## src/inc/mci_consts.vh

```
// constants for the motion command interpreter
`ifndef MCI_CONSTS_VH
`define MCI_CONSTS_VH
`define MCI_OP_ROTR        8'h01
`define MCI_OP_ROTL        8'h02
`define MCI_OP_STOP        8'h03
`define MCI_OP_SET_GLOBAL  8'h09
`define MCI_OP_IRQ_EN      8'h19
`define MCI_OP_DI          8'h1A
`define MCI_OP_HANDLER_ADDR 8'h25
`define MCI_OP_HANDLER_RET 8'h26
`define MCI_BANK_IRQ       8'h03
`define MCI_PARAM_TVEL     8'h02
`define MCI_PARAM_TSPD     8'h00
`define MCI_ST_OK          8'h64
`define MCI_ST_BADSUM      8'h01
`define MCI_ST_BADCMD      8'h02
`define MCI_IRQ_GLOBAL     8'hFF
`define MCI_IRQ_COUNT      42
`define MCI_FRAME_LEN      9
`define MCI_ADDR_RESET     8'h01
`endif

```

## src/logic/mci_vector_mem.v

```verilog
// handler vector memory with registered read
`timescale 1ns/1ns
`default_nettype none
module mci_vector_mem #(
    parameter AW = 6,
    parameter DW = 32
) (
    input  wire          ref_clk,
    input  wire          wrEn,
    input  wire [AW-1:0] wrAddr,
    input  wire [DW-1:0] wrData,
    input  wire [AW-1:0] rdAddr,
    output reg  [DW-1:0] rdData_q
);
    reg [DW-1:0] mem [0:(1<<AW)-1];  // storage words

    // write port and registered read
    always @(posedge ref_clk) begin
        if (wrEn) begin
            mem[wrAddr] <= wrData;
        end
        rdData_q <= mem[rdAddr];
    end
endmodule
`default_nettype wire

```

## src/logic/mci_top.v

```verilog
// motion command frame decoder with interrupt control
`timescale 1ns/1ns
`default_nettype none
`include "mci_consts.vh"
module mci_top (
    input  wire        ref_clk,
    input  wire        rst,
    input  wire        rxValid,       // frame byte strobe
    input  wire [7:0]  rxByte,        // frame byte
    input  wire [7:0]  moduleAddr,    // own target address
    input  wire [41:0] irqEvent,      // interrupt source pulses
    input  wire [31:0] accIn,         // live accumulator
    input  wire [31:0] xIn,           // live x register
    input  wire [7:0]  flagsIn,       // live flags
    input  wire [31:0] pcIn,          // live program counter
    output reg         velModeSel_q,  // velocity mode select pulse
    output reg         paramWr_q,     // axis parameter write pulse
    output reg  [7:0]  paramNum_q,    // axis parameter number
    output reg  [31:0] paramVal_q,    // axis parameter value
    output reg         dirPositive_q, // rotation direction
    output reg         replyValid_q,  // reply strobe
    output reg  [7:0]  replyStatus_q, // reply status
    output reg  [31:0] replyValue_q,  // reply value
    output reg         irqEnter_q,    // handler entry pulse
    output reg  [31:0] irqVector_q,   // handler entry address
    output reg         irqReturn_q,   // context restore pulse
    output reg  [31:0] accOut_q,      // restored accumulator
    output reg  [31:0] xOut_q,        // restored x register
    output reg  [7:0]  flagsOut_q,    // restored flags
    output reg  [31:0] pcOut_q,       // resume address
    output reg         inHandler_q,   // handler running
    output reg         cfgWr_q,       // irq setting write pulse
    output reg  [7:0]  cfgIrq_q,      // irq setting number
    output reg  [31:0] cfgVal_q       // irq setting value
);
    localparam NIRQ = `MCI_IRQ_COUNT;
    localparam S_IDLE = 2'd0;
    localparam S_VEL  = 2'd1;
    localparam S_ARM  = 2'd2;
    localparam S_FIRE = 2'd3;

    reg [3:0]      cnt_q;                // frame byte index
    reg [7:0]      sum_q;                // running checksum
    reg [7:0]      fAddr_q, fOp_q, fType_q, fBank_q;
    reg [31:0]     fVal_q;               // value field
    reg            frameDone_q;          // full frame received
    reg [7:0]      fSum_q;               // received checksum
    reg [1:0]      st_q;                 // sequencer state
    reg [NIRQ-1:0] pend_q;               // pending sources
    reg [NIRQ-1:0] en_q;                 // per-source enable
    reg [NIRQ-1:0] vecOk_q;              // vector defined
    reg            gEn_q;                // global enable
    reg [5:0]      sel_q;                // source being serviced
    reg [31:0]     sAcc_q, sX_q, sPc_q;  // saved context
    reg [7:0]      sFlags_q;
    wire [31:0]    vecData;              // vector read data

    // true for an implemented irq number, which doubles as its table index
    function valid_irq;
        input [7:0] n;
        begin
            valid_irq = (n <= 8'd3) || (n == 8'd15) || (n == 8'd21) || (n == 8'd27)
                || (n == 8'd28) || (n >= 8'd39 && n <= 8'd41);
        end
    endfunction

    // lowest ready source
    reg [5:0] pick;
    reg       anyReady;
    integer   i;
    always @* begin
        pick = 6'd0;
        anyReady = 1'b0;
        for (i = NIRQ - 1; i >= 0; i = i - 1) begin
            if (pend_q[i] && en_q[i] && vecOk_q[i]) begin
                pick = i[5:0];
                anyReady = 1'b1;
            end
        end
    end

    wire vecWr = frameDone_q && (sum_q == fSum_q) && (fAddr_q == moduleAddr)
                 && (fOp_q == `MCI_OP_HANDLER_ADDR) && valid_irq(fType_q);

    mci_vector_mem #(.AW(6), .DW(32)) uVec (
        .ref_clk  (ref_clk),
        .wrEn     (vecWr),
        .wrAddr   (fType_q[5:0]),
        .wrData   (fVal_q),
        .rdAddr   (sel_q),
        .rdData_q (vecData)
    );

    // frame byte collection and checksum
    always @(posedge ref_clk) begin
        if (rst) begin
            cnt_q <= 4'd0;
            sum_q <= 8'h00;
            fAddr_q <= 8'h00;
            fOp_q <= 8'h00;
            fType_q <= 8'h00;
            fBank_q <= 8'h00;
            fVal_q <= 32'h00000000;
            fSum_q <= 8'h00;
            frameDone_q <= 1'b0;
        end else begin
            frameDone_q <= 1'b0;
            if (rxValid) begin
                case (cnt_q)
                    4'd0: fAddr_q <= rxByte;
                    4'd1: fOp_q <= rxByte;
                    4'd2: fType_q <= rxByte;
                    4'd3: fBank_q <= rxByte;
                    4'd4, 4'd5, 4'd6, 4'd7: fVal_q <= {fVal_q[23:0], rxByte};
                    default: fSum_q <= rxByte;
                endcase
                if (cnt_q == 4'd8) begin
                    cnt_q <= 4'd0;
                    frameDone_q <= 1'b1;
                end else begin
                    cnt_q <= cnt_q + 4'd1;
                    sum_q <= ((cnt_q == 4'd0) ? 8'h00 : sum_q) + rxByte;
                end
            end
        end
    end

    // command execution, reply and interrupt control
    always @(posedge ref_clk) begin
        if (rst) begin
            st_q <= S_IDLE;
            velModeSel_q <= 1'b0;
            paramWr_q <= 1'b0;
            paramNum_q <= 8'h00;
            paramVal_q <= 32'h00000000;
            dirPositive_q <= 1'b1;
            replyValid_q <= 1'b0;
            replyStatus_q <= 8'h00;
            replyValue_q <= 32'h00000000;
            irqEnter_q <= 1'b0;
            irqVector_q <= 32'h00000000;
            irqReturn_q <= 1'b0;
            accOut_q <= 32'h00000000;
            xOut_q <= 32'h00000000;
            flagsOut_q <= 8'h00;
            pcOut_q <= 32'h00000000;
            inHandler_q <= 1'b0;
            cfgWr_q <= 1'b0;
            cfgIrq_q <= 8'h00;
            cfgVal_q <= 32'h00000000;
            pend_q <= {NIRQ{1'b0}};
            en_q <= {NIRQ{1'b0}};
            vecOk_q <= {NIRQ{1'b0}};
            gEn_q <= 1'b0;
            sel_q <= 6'd0;
            sAcc_q <= 32'h00000000;
            sX_q <= 32'h00000000;
            sPc_q <= 32'h00000000;
            sFlags_q <= 8'h00;
        end else begin
            velModeSel_q <= 1'b0;
            paramWr_q <= 1'b0;
            replyValid_q <= 1'b0;
            irqEnter_q <= 1'b0;
            irqReturn_q <= 1'b0;
            cfgWr_q <= 1'b0;
            // sticky pend: new event wins over service clear
            pend_q <= pend_q | irqEvent;
            // second half of rotate or stop: parameter write one cycle after
            // the mode select, kept off the sequencer so a dispatch cannot drop it
            paramWr_q <= velModeSel_q;
            if (frameDone_q && fAddr_q == moduleAddr) begin
                replyValid_q <= 1'b1;
                replyValue_q <= fVal_q;
                replyStatus_q <= `MCI_ST_OK;
                if (sum_q != fSum_q) begin
                    replyStatus_q <= `MCI_ST_BADSUM;
                end else begin
                    case (fOp_q)
                        `MCI_OP_ROTR, `MCI_OP_ROTL: begin
                            velModeSel_q <= 1'b1;
                            dirPositive_q <= (fOp_q == `MCI_OP_ROTR);
                            paramNum_q <= `MCI_PARAM_TVEL;
                            paramVal_q <= fVal_q;
                        end
                        `MCI_OP_STOP: begin
                            velModeSel_q <= 1'b1;
                            paramNum_q <= `MCI_PARAM_TSPD;
                            paramVal_q <= 32'h00000000;
                        end
                        `MCI_OP_SET_GLOBAL: begin
                            if (fBank_q == `MCI_BANK_IRQ) begin
                                cfgWr_q <= 1'b1;
                                cfgIrq_q <= fType_q;
                                cfgVal_q <= fVal_q;
                            end
                        end
                        `MCI_OP_IRQ_EN, `MCI_OP_DI: begin
                            if (fType_q == `MCI_IRQ_GLOBAL) begin
                                gEn_q <= (fOp_q == `MCI_OP_IRQ_EN);
                            end else if (valid_irq(fType_q)) begin
                                en_q[fType_q[5:0]] <= (fOp_q == `MCI_OP_IRQ_EN);
                            end else begin
                                replyStatus_q <= `MCI_ST_BADCMD;
                            end
                        end
                        `MCI_OP_HANDLER_ADDR: begin
                            if (valid_irq(fType_q)) begin
                                vecOk_q[fType_q[5:0]] <= 1'b1;
                            end else begin
                                replyStatus_q <= `MCI_ST_BADCMD;
                            end
                        end
                        `MCI_OP_HANDLER_RET: begin
                            if (inHandler_q) begin
                                inHandler_q <= 1'b0;
                                irqReturn_q <= 1'b1;
                                accOut_q <= sAcc_q;
                                xOut_q <= sX_q;
                                flagsOut_q <= sFlags_q;
                                pcOut_q <= sPc_q;
                            end
                        end
                        default: replyStatus_q <= `MCI_ST_BADCMD;
                    endcase
                end
            end
            // interrupt dispatch: no nesting while in a handler
            if (st_q == S_IDLE && !inHandler_q && gEn_q && anyReady
                && !(frameDone_q && fOp_q == `MCI_OP_HANDLER_ADDR)) begin
                sel_q <= pick;
                st_q <= S_ARM;
            end else if (st_q == S_ARM) begin
                st_q <= S_FIRE; // vector read settles
            end else if (st_q == S_FIRE) begin
                irqEnter_q <= 1'b1;
                irqVector_q <= vecData;
                inHandler_q <= 1'b1;
                sAcc_q <= accIn;
                sX_q <= xIn;
                sFlags_q <= flagsIn;
                sPc_q <= pcIn;
                pend_q <= (pend_q & ~({{(NIRQ-1){1'b0}}, 1'b1} << sel_q)) | irqEvent;
                st_q <= S_IDLE;
            end
        end
    end
endmodule
`default_nettype wire

```

## config.mk

```make
export PLATFORM = sky130hd
export DESIGN_NAME = mci_top
export DESIGN_NICKNAME = d
export VERILOG_FILES = /design/src/logic/mci_vector_mem.v /design/src/logic/mci_top.v
export VERILOG_INCLUDE_DIRS = /design/src /design/src/inc
export SDC_FILE = /design/constraint.sdc
export NUM_CORES = 2
export LEC_CHECK = 0
export ABC_CLOCK_PERIOD_IN_PS = 14100
export BUFFER_PORTS_ARGS = -buffer_cell sky130_fd_sc_hd__buf_2
export CAP_MARGIN = 40
export CORE_MARGIN = 3
export CORE_UTILIZATION = 51
export DETAILED_ROUTE_END_ITERATION = 8
export GPL_TIMING_DRIVEN = 0
export PLACE_DENSITY_LB_ADDON = 0.12
export SYNTH_ARGS = -nofsm -noshare
export SYNTH_HDL_FRONTEND = slang
export SYNTH_SLANG_ARGS = --single-unit
```

## constraint.sdc

```tcl
create_clock -name ref_clk -period 14.1 [get_ports ref_clk]
set_clock_uncertainty 0.2 [all_clocks]
set_input_delay 2.82 -clock ref_clk [delete_from_list [all_inputs] [get_ports ref_clk]]
set_output_delay 2.82 -clock ref_clk [all_outputs]
set_load 0.1 [all_outputs]
```

Word level (Yosys, flattened, before mapping). Memories as Yosys holds them, arrays and structs flattened. A register that Yosys moved wholly into a read port is not among the register bits. Index checks and enable logic that the tools add are counted.

Word-level logic and storage cells: 340. Output and inout port bits: 264. Bits in writable memories: 2048. Memories kept: 1. Register bits after elaboration: 588. Bits of input ports: 165.

Mux-type cells: 115. Shift operators: 1. Equality and inequality tests: 27. Magnitude comparators: 5. Reductions and logical operators: 135. Add/sub/neg operators: 2. Bitwise logic cells: 15.

Memories: uVec.mem (depth 64, bits a word 32, rd ports 1, clocked after Yosys merged registers in 1, write ports 1, RTL line mci_vector_mem.v:15) `reg [DW-1:0] mem [0:(1<<AW)-1];`.

Operator list (count): 6-bit 2-to-1 mux (42); 42-bit 2-to-1 mux (3); 42-bit OR (3); 1-bit logical AND (96); 32-bit case mux with 2 select lines (1); 1-bit 2-to-1 mux (57); 42-bit bitwise AND (1); 42-bit bitwise mux (1); 42-bit inverter (1); 1-bit by 6-bit left shift with 42-bit output (first input constant) (1); 8-bit by 5-bit equality test with 1-bit output (second input constant) (5); 8-bit by 2-bit equality test with 1-bit output (second input constant) (3); 7-bit 2-to-1 mux (3); 7-bit case mux with 3 select lines (1); 4-bit by 3-bit equality test with 1-bit output (second input constant) (4); 8-bit by 4-bit equality test with 1-bit output (second input constant) (2); 8-bit by 6-bit equality test with 1-bit output (second input constant) (2); 8-bit equality test (2); 8-bit case mux with 2 select lines (1); 4-bit AND reduction (4); 2-bit AND reduction (7); 4-bit OR reduction (3); 1-bit inverter (10); 3-bit AND reduction (3); other kinds (29) (44).

Longest topological paths before layout.
Word-level depth: 48. Mapped depth: 13. Depth with buffers taken out: 13.

Modules after synthesis. From an unflattened synthesis, not the netlist that was laid out.

Cells, all modules: 6059. Area total of the unflattened synthesis: 100282.4 sq um.

Modules (own cells, without submodules): mci_vector_mem (seq. area each 62139.6 sq um, times used 1, area an instance 79039.6 sq um, cells each 3511); mci_top (seq. area each 11531.1 sq um, times used 1, area an instance 21242.9 sq um, cells each 2548).

Worst setup path before layout. OpenSTA, ideal clock, no wires.

Kind: input -> register. Start: in moduleAddr[3]. End: mem uVec.mem[41][0], enable pin. Path buffers: 1. Data required time: 13399 ps. Library setup time: 501 ps. Setup slack: 6335 ps. Data arrival time: 7063 ps. Stages: 6. Path through: xnor2_1 -> nand4_1 -> nor3_1 -> o2111ai_1 -> clkbuf_1 -> nor4_1.

Longest elaborated chain between the ends: 6.

RTL lines: from (decl) (RTL line mci_top.v:10) `input wire [7:0] moduleAddr,`; 8-bit equality test (RTL line mci_top.v:82) `wire vecWr = frameDone_q && (sum_q == fSum_q) && (fAddr_q == moduleAddr)`; 1-bit logical AND (3 in a row) (RTL line mci_top.v:82); 1-bit 2-to-1 mux (RTL line mci_vector_mem.v:19) `if (wrEn) begin`; 1-bit 2-to-1 mux (implied by the code) (RTL line mci_vector_mem.v:20) `mem[wrAddr] <= wrData;`; to (decl) (RTL line mci_vector_mem.v:15).

No other way between the ends.

Worst setup path in the final report.
Start: in moduleAddr[3]. End: mem uVec.mem[1][26], enable pin.

Same word-level chain as after synthesis.

==> flow_metrics.env <==
export IMPL_outcome="completed"
export IMPL_final_setup_worst_slack_ps=8170
export IMPL_numCtsBuffers=289
export IMPL_dpl_hpwl_um=183000
export IMPL_start_util_pct=51.5
export IMPL_chipWidth_um=448
export IMPL_grtUsageTotal_pct=25.5
export IMPL_routedWlPerCell_um=23.2
export IMPL_die_area_mm2=0.200
export IMPL_via_per_inst=5.19
export IMPL_drv_cap=0
export IMPL_period_minus_slack_ps=5930
export IMPL_drt_iter0_markers=5520
export IMPL_vias=56700
export IMPL_post_cts_buffers=0
export IMPL_fmax_mhz=169
export IMPL_clkTransAtPathRegs_ps=60
export IMPL_min_path_cells=2
export IMPL_startpoint_type="input pin"
export IMPL_ctsLongestPathBuffers=4
export IMPL_antenna_found_initial=17
export IMPL_grt_ovfl_total=0
export IMPL_gp_congestion=0.894
export IMPL_leakage_nw=44.8
export IMPL_stdcell_area_mm2=0.123
export IMPL_dpl_cell_area_mm2=0.114
export IMPL_wirelength_um=254000
export IMPL_nets=8366
export IMPL_area_growth_synth_to_final_pct=23.2
export IMPL_drt_pass1_iterations=6
export IMPL_chipHeight_um=448
export IMPL_period_share_pct=42.0
export IMPL_hold_viol_final=0
export IMPL_rsz0062_at_grt="false"
export IMPL_antenna_left=0
export IMPL_tritoncts="built"
export IMPL_netlist_area_mm2=0.0995
export IMPL_placementRows=161
export IMPL_ios=429
export IMPL_yosysWarnings=0
export IMPL_yosys_most_used_dff="edfxtp_1"
export IMPL_multi_input_area_mm2=0.0307
export IMPL_ys_ff_latch=2656
export IMPL_drive_gt1_share_pct=21.9
export IMPL_grt_max_degree=64
export IMPL_worstPathArrival_ps=6340
export IMPL_worstPathMaxFanout=7
export IMPL_cts_resized=0
export IMPL_hp_class="flop to flop"
export IMPL_cts_sinks=2656
export IMPL_async_reset_ff_share_pct=0
export IMPL_synth_edf_count=2048
export IMPL_ff2ff_path_depth=11
export IMPL_syn_inst=5583
export IMPL_peakVddDrop_uv=105
export IMPL_coreArea_mm2=0.193
export IMPL_io_buffer_count=416
export IMPL_insertion_delay_ps=920
export IMPL_synth_area_per_cell_um2=17.8
export IMPL_fillers=14400
export IMPL_htree_num_levels=5
export IMPL_place_worst_setup_slack_ps=7300
export IMPL_end_kind="flop"
export IMPL_slew_headroom_pct=38.1
export IMPL_slew_violations=0
export IMPL_grt_pass1_vias=56600
export IMPL_path_class="input pin to flop"
export IMPL_worstPathRequired_ps=14510
export IMPL_setup_viol=0
export IMPL_grt_pass1_wl_um=367000
export IMPL_postCtsHoldBufs=0
export IMPL_powerDensity_mw_per_mm2=131
export IMPL_register_area_mm2=0.0737
export IMPL_worst_slew_pin_slew_ps=928
export IMPL_ctsRootBufferMaster="clkbuf_16"
export IMPL_drc_errors=0
export IMPL_ys_seq_area_share_pct=74.1
export IMPL_synth_cell_types=77
export IMPL_power_total_w=0.0161
-- final timing paths --
kind               startpoint  slack (ps)         endpoint
min reg2reg  uVec.rdData_q[6]         210   irqVector_q[6]
max             moduleAddr[3]        8170  uVec.mem[1][26]
min          uVec.rdData_q[6]         210   irqVector_q[6]
max reg2reg          sum_q[2]        9600  uVec.mem[1][26]
-- area by class of cell --
class / instances / share of cell area (%)
flip-flops and latches: 2656 / 60.2
multi-input cells: 4252 / 25.0
clock buffers: 422 / 6.77
repair buffers: 610 / 3.64
well taps: 2526 / 2.58
plain buffers: 339 / 1.19
clock inverters: 73 / 0.459
inverters: 41 / 0.126
diodes: 16 / 0.0327
-- power breakdown --
part | total [W] | switching (W) | internal (W) | leakage (nW)
Sequential | 0.00863 | 0.0000555 | 0.00857 | 25.1
Combinational | 0.000332 | 0.000214 | 0.000118 | 15.4
Clock | 0.00713 | 0.00290 | 0.00422 | 4.33
Total | 0.0161 | 0.00317 | 0.0129 | 44.8
-- per-stage QoR --
step	hold slack (ps)	cells	util (%)	setup TNS, ps
4_1_cts	210	10900	63.4	0
2_1_floorplan	217	7288	-	0
5_1_grt	229	10900	63.4	0
3_3_place_gp	223	10200	57.5	-83450
6_report	211	10900	63.4	0
3_5_place_dp	227	10400	58.8	0
-- routing by layer --
layer / GRT usage, % / up-vias / part of all wire, %
li1: - / 25300 / -
met2: 43.3 / 1891 / 51
met5: 0 / - / 0.0051
met1: 33.4 / 29100 / 39
met4: 9.29 / 2 / 3.5
met3: 4.23 / 458 / 6.6
-- sequential cells by signal, indices dropped and copies added, names as in the netlist, 42 cells and up --
| register | cells |
|---|---|
| uVec.mem | 2048 |
| en_q | 42 |
| pend_q | 42 |
| vecOk_q | 42 |
-- cell families after synthesis --
| kind of cell | after synthesis | synth area share (%) |
|---|---|---|
| AO/OA/AOI/OAI | 572 | 3.09 |
| AND/OR/NAND/NOR | 1243 | 5.43 |
| other | 1 | 0.00377 |
| buffers and inverters | 380 | 1.61 |
| flip-flops | 2656 | 74.1 |
| adder cells (fa/ha/maj) | 12 | 0.158 |
| XOR/XNOR | 22 | 0.194 |
| multiplexers | 697 | 15.5 |
-- cells in the final DEF (no fill, tap or decap), types with 11 or more instances in the layout --
cell type,Yosys,final
a21oi_1,467,467
and3_1,16,16
buf_1,27,22
buf_12,0,30
buf_2,66,499
buf_4,13,73
buf_6,2,42
buf_8,1,50
clkbuf_1,228,310
clkbuf_16,0,303
clkbuf_8,1,28
clkinv_1,0,37
clkinv_2,0,22
conb_1,1,1706
dfxtp_1,608,576
dfxtp_2,0,32
diode_2,0,16
edfxtp_1,2048,2048
ha_1,11,11
inv_1,41,41
mux2i_1,24,24
mux4_2,671,671
nand2_1,871,871
nand2b_1,22,22
nand3_1,63,63
nand4_1,15,15
nor2_1,70,70
nor2b_1,76,76
nor3_1,28,24
nor4_1,17,11
o21ai_0,43,43
or3_1,12,12
xnor2_1,12,12
-- critical path: stages --
cell	delay, ps
buf_2	100
xnor2_1	190
nand4_1	200
nor3_1	450
o2111ai_1	470
nor4_2	890
buf_2	350
buf_4	220
buf_4	190
buf_2	230
buf_4	210
-- synthesized netlist by cell type (all sizes together), types with 3 or more instances --
master | number | area [um^2]
nor3 | 28 | 140
nor4 | 17 | 106
a31oi | 8 | 50.1
nand2 | 873 | 3280
and3b | 3 | 26.3
o211ai | 5 | 37.5
ha | 11 | 138
mux4 | 671 | 15100
o21ba | 7 | 70.1
buf | 109 | 567
nand3b | 4 | 30.0
nand3 | 63 | 315
a2111oi | 3 | 26.3
o21a | 6 | 45.0
and4 | 4 | 38.8
or3 | 13 | 82.6
o21ai | 45 | 225
nand2b | 22 | 138
nor2 | 70 | 263
nor3b | 7 | 57.6
dfxtp | 608 | 12200
or2 | 5 | 31.3
a21oi | 469 | 2350
xnor2 | 12 | 105
clkbuf | 230 | 877
inv | 41 | 154
and2 | 10 | 66.3
o2111ai | 3 | 26.3
a211oi | 3 | 22.5
and3 | 24 | 168
edfxtp | 2048 | 61500
nand4 | 15 | 93.8
nor2b | 76 | 475
xor2 | 10 | 87.6
o41ai | 5 | 51.3
nor4b | 3 | 32.5
mux2i | 24 | 240
Power figures use the tool's default switching activity.
